### src/sli_map.svh
// Constants for the status LED indicator: sizes and flash timing
`ifndef SLI_MAP_SVH
`define SLI_MAP_SVH

// Number of output channels, one bicolor LED each
`define SLI_NUM_CHAN      16

// System clock rate in MHz (5 ns period)
`define SLI_CLK_MHZ       200

// Flash half period in milliseconds (on time equals off time)
`define SLI_FLASH_HALF_MS 250

// Width of the flash period counter, wide enough for the default half period
`define SLI_FLASH_CNT_W   26

// Reset value of the two-stage power synchroniser: powered
`define SLI_PWR_SYNC_RST  2'h3

`endif

### src/sli_pkg.sv
// Types shared by the status LED indicator modules
`include "sli_map.svh"
`default_nettype none

package sli_pkg;

	// What the module health LED is showing
	typedef enum logic [2:0] {
		HS_DARK,
		HS_BOOT_RED,
		HS_GREEN,
		HS_GREEN_FLASH,
		HS_RED,
		HS_RED_FLASH
	} sli_health_type;

	// Module state reported by firmware, all levels on sys_clk
	typedef struct packed {
		logic fw_ctrl;        // Firmware has taken over the health LED
		logic conn_ok;        // Connection to the owning controller exists
		logic nonrec_fault;   // Nonrecoverable fault seen
		logic fw_update_busy; // Firmware update in progress
		logic fw_update_fail; // Last firmware update attempt failed
		logic recov_fault;    // Recoverable fault present
		logic conn_timeout;   // Controller connection timed out
	} sli_mod_status_type;

	// Per-channel fault conditions that flash the channel LED red
	typedef struct packed {
		logic open_load;
		logic short_circ;
		logic field_loss;
	} sli_chan_fault_type;

	// Red/green health LED drive, high lights the colour
	typedef struct packed {
		logic red;
		logic green;
	} sli_led_rg_type;

	// Red/yellow channel LED drive, high lights the colour
	typedef struct packed {
		logic red;
		logic yellow;
	} sli_led_ry_type;

	// State of the flash period generator
	typedef struct packed {
		logic [`SLI_FLASH_CNT_W-1:0] count;
		logic                        phase;
	} sli_flash_state_type;

	// State of one channel LED driver
	typedef struct packed {
		sli_led_ry_type led;
	} sli_chan_state_type;

	// State of the top-level indicator logic
	typedef struct packed {
		logic [1:0]     pwr_sync;
		logic           fw_owned;
		logic           dead;
		sli_health_type health;
		sli_led_rg_type led;
	} sli_main_state_type;

endpackage

`default_nettype wire

### src/sli_flash.sv
// Flash phase generator: one counter shared by every flashing indication
`include "sli_map.svh"
`default_nettype none

module sli_flash #(
	parameter int unsigned HALF_CYCLES = 32'd50000000
) (
	input  wire logic sys_clk, // System clock
	input  wire logic srst,    // Synchronous reset, active high
	output var  logic phase    // Flash phase, high in the lit half
);
	import sli_pkg::*;

	localparam logic [`SLI_FLASH_CNT_W-1:0] LAST = `SLI_FLASH_CNT_W'(HALF_CYCLES - 1);

	sli_flash_state_type st_reg;
	sli_flash_state_type st_next;

	// Equal halves keep the duty cycle even
	always_comb begin
		st_next = st_reg;
		if (st_reg.count >= LAST) begin
			st_next.count = '0;
			st_next.phase = ~st_reg.phase;
		end else begin
			st_next.count = st_reg.count + `SLI_FLASH_CNT_W'(1);
		end
	end

	// Reset starts in the lit half
	always_ff @(posedge sys_clk) begin
		if (srst) begin
			st_reg <= '{count: '0, phase: 1'b1};
		end else begin
			st_reg <= st_next;
		end
	end

	assign phase = st_reg.phase;
endmodule

`default_nettype wire

### src/sli_chan.sv
// One red/yellow channel LED driver
`default_nettype none

module sli_chan (
	input  wire logic                        sys_clk,     // System clock
	input  wire logic                        srst,        // Synchronous reset, active high
	input  wire logic                        pwr_ok,      // Module power present, synchronised
	input  wire logic                        chan_on,     // Channel switched on
	input  wire sli_pkg::sli_chan_fault_type chan_fault,  // Flashing fault causes
	input  wire logic                        mcu_red,     // Firmware fault lamp request
	input  wire logic                        flash_phase, // Shared flash phase
	output var  sli_pkg::sli_led_ry_type     led          // LED drive, registered
);
	import sli_pkg::*;

	sli_chan_state_type st_reg;
	sli_chan_state_type st_next;

	// Off or unpowered is dark; detected faults outrank the firmware lamp
	always_comb begin
		st_next     = '0;
		if (pwr_ok && chan_on) begin
			if (|chan_fault) begin
				st_next.led.red = flash_phase;
			end else if (mcu_red) begin
				st_next.led.red = 1'b1;
			end else begin
				st_next.led.yellow = 1'b1;
			end
		end
	end

	// Dark out of reset
	always_ff @(posedge sys_clk) begin
		if (srst) begin
			st_reg <= '0;
		end else begin
			st_reg <= st_next;
		end
	end

	assign led = st_reg.led;
endmodule

`default_nettype wire

### src/sli_status_led.sv
// Top of the status LED indicator: health LED and sixteen channel LEDs
`include "sli_map.svh"
`default_nettype none

// Function
// Health LED red from power-up until firmware
// Sixteen channel LEDs, steady yellow when on
// Channel LED dark when off or unpowered
// Firmware can light channel red for fault
// Open load, short, field loss flash red
// Health LED off without module power
// Steady green when connected and normal
// Flashing green without controller connection
// Steady red after nonrecoverable fault, sticky
// Flashing red: update, failed update, faults, timeout
// One flash counter; highest severity wins
module sli_status_led #(
	parameter int unsigned FLASH_HALF_CYCLES =
		32'(`SLI_FLASH_HALF_MS) * 32'(`SLI_CLK_MHZ) * 32'd1000 // Flash half period
) (
	input  wire logic                                        sys_clk,       // System clock
	input  wire logic                                        srst,          // Sync reset
	input  wire logic                                        mod_power_ok,  // Power sense pin
	input  wire sli_pkg::sli_mod_status_type                 mod_status,    // Firmware state
	input  wire logic [`SLI_NUM_CHAN-1:0]                    chan_on,       // Channel on
	input  wire sli_pkg::sli_chan_fault_type [`SLI_NUM_CHAN-1:0] chan_fault, // Fault causes
	input  wire logic [`SLI_NUM_CHAN-1:0]                    chan_mcu_red,  // Fault lamp
	output var  sli_pkg::sli_led_rg_type                     health_led,    // Health LED
	output var  sli_pkg::sli_health_type                     health_state,  // Shown state
	output var  sli_pkg::sli_led_ry_type [`SLI_NUM_CHAN-1:0] chan_led       // Channel LEDs
);
	import sli_pkg::*;

	// Any cause of the flashing red health indication
	function automatic logic red_flash_cause(input sli_mod_status_type s);
		red_flash_cause = s.fw_update_busy | s.fw_update_fail | s.recov_fault
			| s.conn_timeout;
	endfunction

	// Colour drive for a health state at the current flash phase
	function automatic sli_led_rg_type health_drive(input sli_health_type h, input logic ph);
		sli_led_rg_type d;
		d = '0;
		unique case (h)
			HS_DARK:        d = '0;
			HS_BOOT_RED:    d.red = 1'b1;
			HS_GREEN:       d.green = 1'b1;
			HS_GREEN_FLASH: d.green = ph;
			HS_RED:         d.red = 1'b1;
			HS_RED_FLASH:   d.red = ph;
			default:        d = '0;
		endcase
		health_drive = d;
	endfunction

	sli_main_state_type st_reg;
	sli_main_state_type st_next;
	logic               flash_phase;
	logic               pwr;
	logic               owned_now;
	logic               dead_now;
	logic               cause_now;

	// Shared flash phase; every flashing LED blinks in step
	sli_flash #(
		.HALF_CYCLES (FLASH_HALF_CYCLES)
	) u_flash (
		.sys_clk (sys_clk),
		.srst    (srst),
		.phase   (flash_phase)
	);

	// Power sense is a pin, so only the second stage is read
	assign pwr       = st_reg.pwr_sync[1];
	assign owned_now = st_reg.fw_owned | mod_status.fw_ctrl;
	assign dead_now  = st_reg.dead | mod_status.nonrec_fault;
	assign cause_now = red_flash_cause(mod_status);

	// Health state, ordered from most to least severe
	always_comb begin
		st_next          = st_reg;
		st_next.pwr_sync = {st_reg.pwr_sync[0], mod_power_ok};
		if (!pwr) begin
			// Losing power is the power cycle that clears the sticky fault
			st_next.fw_owned = 1'b0;
			st_next.dead     = 1'b0;
			st_next.health   = HS_DARK;
		end else begin
			st_next.fw_owned = owned_now;
			st_next.dead     = dead_now;
			if (!owned_now) begin
				st_next.health = HS_BOOT_RED;
			end else if (dead_now) begin
				st_next.health = HS_RED;
			end else if (cause_now) begin
				st_next.health = HS_RED_FLASH;
			end else if (!mod_status.conn_ok) begin
				st_next.health = HS_GREEN_FLASH;
			end else begin
				st_next.health = HS_GREEN;
			end
		end
		st_next.led = health_drive(st_next.health, flash_phase);
	end

	// Reset shows boot red at once; a missing supply darkens it three cycles later
	always_ff @(posedge sys_clk) begin
		if (srst) begin
			st_reg <= '{
				pwr_sync: `SLI_PWR_SYNC_RST,
				fw_owned: 1'b0,
				dead:     1'b0,
				health:   HS_BOOT_RED,
				led:      '{red: 1'b1, green: 1'b0}
			};
		end else begin
			st_reg <= st_next;
		end
	end

	assign health_led   = st_reg.led;
	assign health_state = st_reg.health;

	// Channel drivers; a channel can only show what its own inputs say
	for (genvar i = 0; i < `SLI_NUM_CHAN; i++) begin : g_chan
		sli_chan u_chan (
			.sys_clk     (sys_clk),
			.srst        (srst),
			.pwr_ok      (pwr),
			.chan_on     (chan_on[i]),
			.chan_fault  (chan_fault[i]),
			.mcu_red     (chan_mcu_red[i]),
			.flash_phase (flash_phase),
			.led         (chan_led[i])
		);
	end

	// Per-channel checks here, where the shared phase and health LED are visible
	for (genvar i = 0; i < `SLI_NUM_CHAN; i++) begin : g_chan_chk

	end
endmodule

`default_nettype wire

### config.mk
export PLATFORM = sky130hd
export DESIGN_NAME = sli_status_led
export DESIGN_NICKNAME = d
export VERILOG_FILES = /design/src/sli_pkg.sv /design/src/sli_flash.sv /design/src/sli_chan.sv /design/src/sli_status_led.sv
export VERILOG_INCLUDE_DIRS = /design/src
export SDC_FILE = /design/constraint.sdc
export NUM_CORES = 1
export LEC_CHECK = 0
export ABC_AREA = 1
export BUFFER_PORTS_ARGS = -buffer_cell sky130_fd_sc_hd__buf_2
export CAP_MARGIN = 20
export CORE_UTILIZATION = 35
export CTS_CLUSTER_SIZE = 40
export DETAILED_ROUTE_END_ITERATION = 7
export PLACE_DENSITY = 0.61
export SETUP_SLACK_MARGIN = 0.15
export SLEW_MARGIN = 20
export SYNTH_ARGS = -nofsm -noshare
export SYNTH_HDL_FRONTEND = slang
export SYNTH_HIERARCHICAL = 1
export SYNTH_SLANG_ARGS = --single-unit
### constraint.sdc
create_clock -name sys_clk -period 3.14 [get_ports sys_clk]
set_input_delay 0.785 -clock sys_clk [delete_from_list [all_inputs] [get_ports sys_clk]]
set_output_delay 0.785 -clock sys_clk [all_outputs]
set_load 0.01 [all_outputs]
==> insert_results.sql <==
INSERT INTO impl_metrics (metric_group, metric, value, unit) VALUES
('logic_synthesis', 'synth_top_family_by_area', 'simple AND/OR/NAND/NOR gates', ''),
('place', 'gp_routability_congestion', '0.826', ''),
('logic_synthesis', 'yosys_register_bits', '68', ''),
('worst_setup_path', 'slowest_stage', 'sky130_fd_sc_hd__dfxtp_1', ''),
('cells_and_area', 'area.sequential', '0.00136', 'mm²'),
('global_routing', 'wire_length_of_the_first_global_routing_pass', '12900', 'µm'),
('power', 'cellInternalPower', '0.00134', 'W'),
('floorplanning', 'placement_rows', '35', ''),
('logic_synthesis', 'synth_cell_type_count', '26', ''),
('routing', 'route.vias.total', '3223', ''),
('cells_and_area', 'antenna_cells', '0', ''),
('cells_and_area', 'multi_input_area', '0.00179', 'mm²'),
('worst_hold_path', 'path_class_of_the_lowest_slack_min_delay_path', 'reg2reg', ''),
('logic_synthesis', 'synth.cell_area', '0.00347', 'mm²'),
('power', 'switching_share', '25.4', '%'),
('clocking', 'cts_max_path_buffers', '2', ''),
('global_routing', 'total_global_routing_overflow', '0', ''),
('logic_synthesis', 'synthAdderAreaFrac', '0.360', '%'),
('logic_synthesis', 'synth_top_cell_by_area', 'sky130_fd_sc_hd__dfxtp_1', ''),
('logic_synthesis', 'async_flop_share', '0', '%'),
('timing', 'clock-skew-final', '8.51', 'ps'),
('logic_synthesis', 'xor_xnor_share_of_the_synthesized_area', '3.78', '%'),
('timing', 'timing.final.max_slew_violations', '0', ''),
('routing', 'routed_wl', '8140', 'µm'),
('worst_setup_path', 'worstPathMaxFanout', '26', ''),
('power', 'power_share_of_the_sequential_group', '49.8', '%'),
('worst_setup_path', 'cpMostUsedCell', 'sky130_fd_sc_hd__nand2_1', ''),
('worst_setup_path', 'path_cells', 'ha_1 -> nand3_2 -> nor2_4 -> nand2_1 -> nand2_1 -> nand2_2 -> nand3_4 -> nor2_1', ''),
('timing', 'grt_setup_unrepaired', 'no', ''),
('cells_and_area', 'final.fill_count', '949', ''),
('global_routing', 'grt_start_max_net_pins', '27', ''),
('place', 'dp.final_hpwl', '6380', 'µm'),
('worst_setup_path', 'count_of_buffer_and_inverter_cells_on_the_critical_path', '0', ''),
('logic_synthesis', 'synth_top_flop_cell', 'sky130_fd_sc_hd__dfxtp_1', ''),
('cells_and_area', 'largest_register_ffs', '32', ''),
('logic_synthesis', 'yosys.area_share.simple', '46.4', '%'),
('clocking', 'cts.hold.buffers_added', '0', ''),
('worst_setup_path', 'setup.worst_path.class', 'reg2reg', ''),
('clocking', 'worst_skew_pair.late_latency', '340', 'ps'),
('timing', 'max_slew_margin', '50.6', '%'),
('timing', 'setup_viol', '0', ''),
('routing', 'final_antenna_net_count', '0', ''),
('logic_synthesis', 'syn_inst', '502', ''),
('logic_synthesis', 'synth_seq_area_share', '39.2', '%'),
('routing', 'drcViolationCount', '0', ''),
('power', 'ir_worst_vdd', '197', 'µV'),
('outcome', 'run_status', 'finished clean', ''),
('global_routing', 'grt_pass1_vias', '2899', ''),
('floorplanning', 'fp.coreArea', '0.00942', 'mm²'),
('routing', 'drt_iter0_markers', '147', ''),
('global_routing', 'antenna_found_initial', '0', ''),
('timing', 'fmax', '0.591', 'GHz'),
('global_routing', 'grt_usage', '16.2', '%'),
('logic_synthesis', 'synth.yosys.warnings', '6', ''),
('worst_setup_path', 'required_time_at_the_worst_slack_endpoint', '3360', 'ps'),
('power', 'power.density', '408', 'mW/mm²'),
('clocking', 'post_cts_resized', '0', ''),
('clocking', 'cts_tree', 'done', ''),
('timing', 'final_min_period_over_clock_period', '53.9', '%'),
('logic_synthesis', 'synth.area.mux_share', '0', '%'),
('logic_synthesis', 'ys_top_cells_by_count', '135 x sky130_fd_sc_hd__nand2_1, 112 x sky130_fd_sc_hd__nor2_1, 69 x sky130_fd_sc_hd__inv_1, 68 x sky130_fd_sc_hd__dfxtp_1, 22 x sky130_fd_sc_hd__nor2_2', ''),
('floorplanning', 'ios', '127', ''),
('worst_setup_path', 'cp_data_arrival_time', '1910', 'ps'),
('logic_synthesis', 'synth-edff-count', '0', ''),
('floorplanning', 'die_y', '102', 'µm'),
('worst_setup_path', 'timing.critical_path.slowest_cell_delay', '350', 'ps'),
('worst_setup_path', 'setup.worst_path.start_class', 'flop', ''),
('power', 'clk_network_pwr_share', '40.1', '%'),
('timing', 'final_critical_path_setup_slack', '1450', 'ps'),
('clocking', 'numCtsBuffers', '9', ''),
('floorplanning', 'initial_utilization', '36.9', '%');
## routing by layer
metal / share of wire, % / track usage [%] / vias up
li1: - / - / 1753
met1: 44 / 20.1 / 1374
met2: 49 / 26.7 / 89
met3: 6.2 / 4.14 / 7
met4: 0.88 / 6.35 / 0
met5: 0 / 0 / -
## stage by stage
| step | std cells | total power [W] | hold slack (ps) | instance area, µm² | utilization, % |
|---|---|---|---|---|---|
| after global routing | 766 | 0.00189 | 436 | 4400 | 46.8 |
| after floorplan | 502 | 0.00101 | 389 | 3470 | - |
| after detailed placement | 750 | 0.00110 | 409 | 4210 | 44.7 |
| after global placement | 750 | 0.00110 | 396 | 4210 | 44.7 |
| after CTS | 766 | 0.00183 | 418 | 4400 | 46.8 |
| final | 766 | 0.00180 | 417 | 4400 | 46.8 |
## placed cells by master, fill, tap and decap left out, drive strengths merged, types with 2 or more instances in the layout
cell type / n
clkinvlp: 3
nand4: 2
xor2: 9
nor2: 137
dfxtp: 68
inv: 71
clkbuf: 9
nand3: 15
nor3b: 16
nand2: 155
or2: 3
clkinv: 3
buf: 126
xnor2: 6
a21oi: 2
nand3b: 7
## kinds of logic after synthesis
| family | after synthesis |
|---|---|
| fa+ha+maj | 1 |
| simple gates | 336 |
| xor+xnor | 15 |
| compound gates | 4 |
| flops | 68 |
| buf+inv | 78 |
## area by class of cell
| cell class | instances | area share, % |
|---|---|---|
| clock buffer | 9 | 2.81 |
| clock inverter | 7 | 1.70 |
| inverter | 71 | 6.05 |
| multi-input combinational | 356 | 40.5 |
| sequential | 68 | 30.9 |
| tap | 129 | 3.66 |
| timing repair buffer | 126 | 14.3 |
## power by group through the flow
stage / Clock, W / Sequential, W / Combinational [W]
after detailed placement: 0 / 0.000916 / 0.000182
after floorplan: 0 / 0.000922 / 0.0000854
after global placement: 0 / 0.000916 / 0.000179
after CTS: 0.000750 / 0.000896 / 0.000183
after global routing: 0.000790 / 0.000898 / 0.000203
final: 0.000721 / 0.000896 / 0.000180
## path summary, 6_finish.rpt
kind	from	endpoint	slack [ps]	cells after the start
setup / recovery	u_flash/st_reg[1]	u_flash/st_reg[24]	1450	8
hold / removal	st_next[8]	pwr	420	1
setup reg to reg	u_flash/st_reg[1]	u_flash/st_reg[24]	1450	8
hold reg to reg	st_next[8]	pwr	420	1
Note: power is estimated with default switching activity, not from simulation.
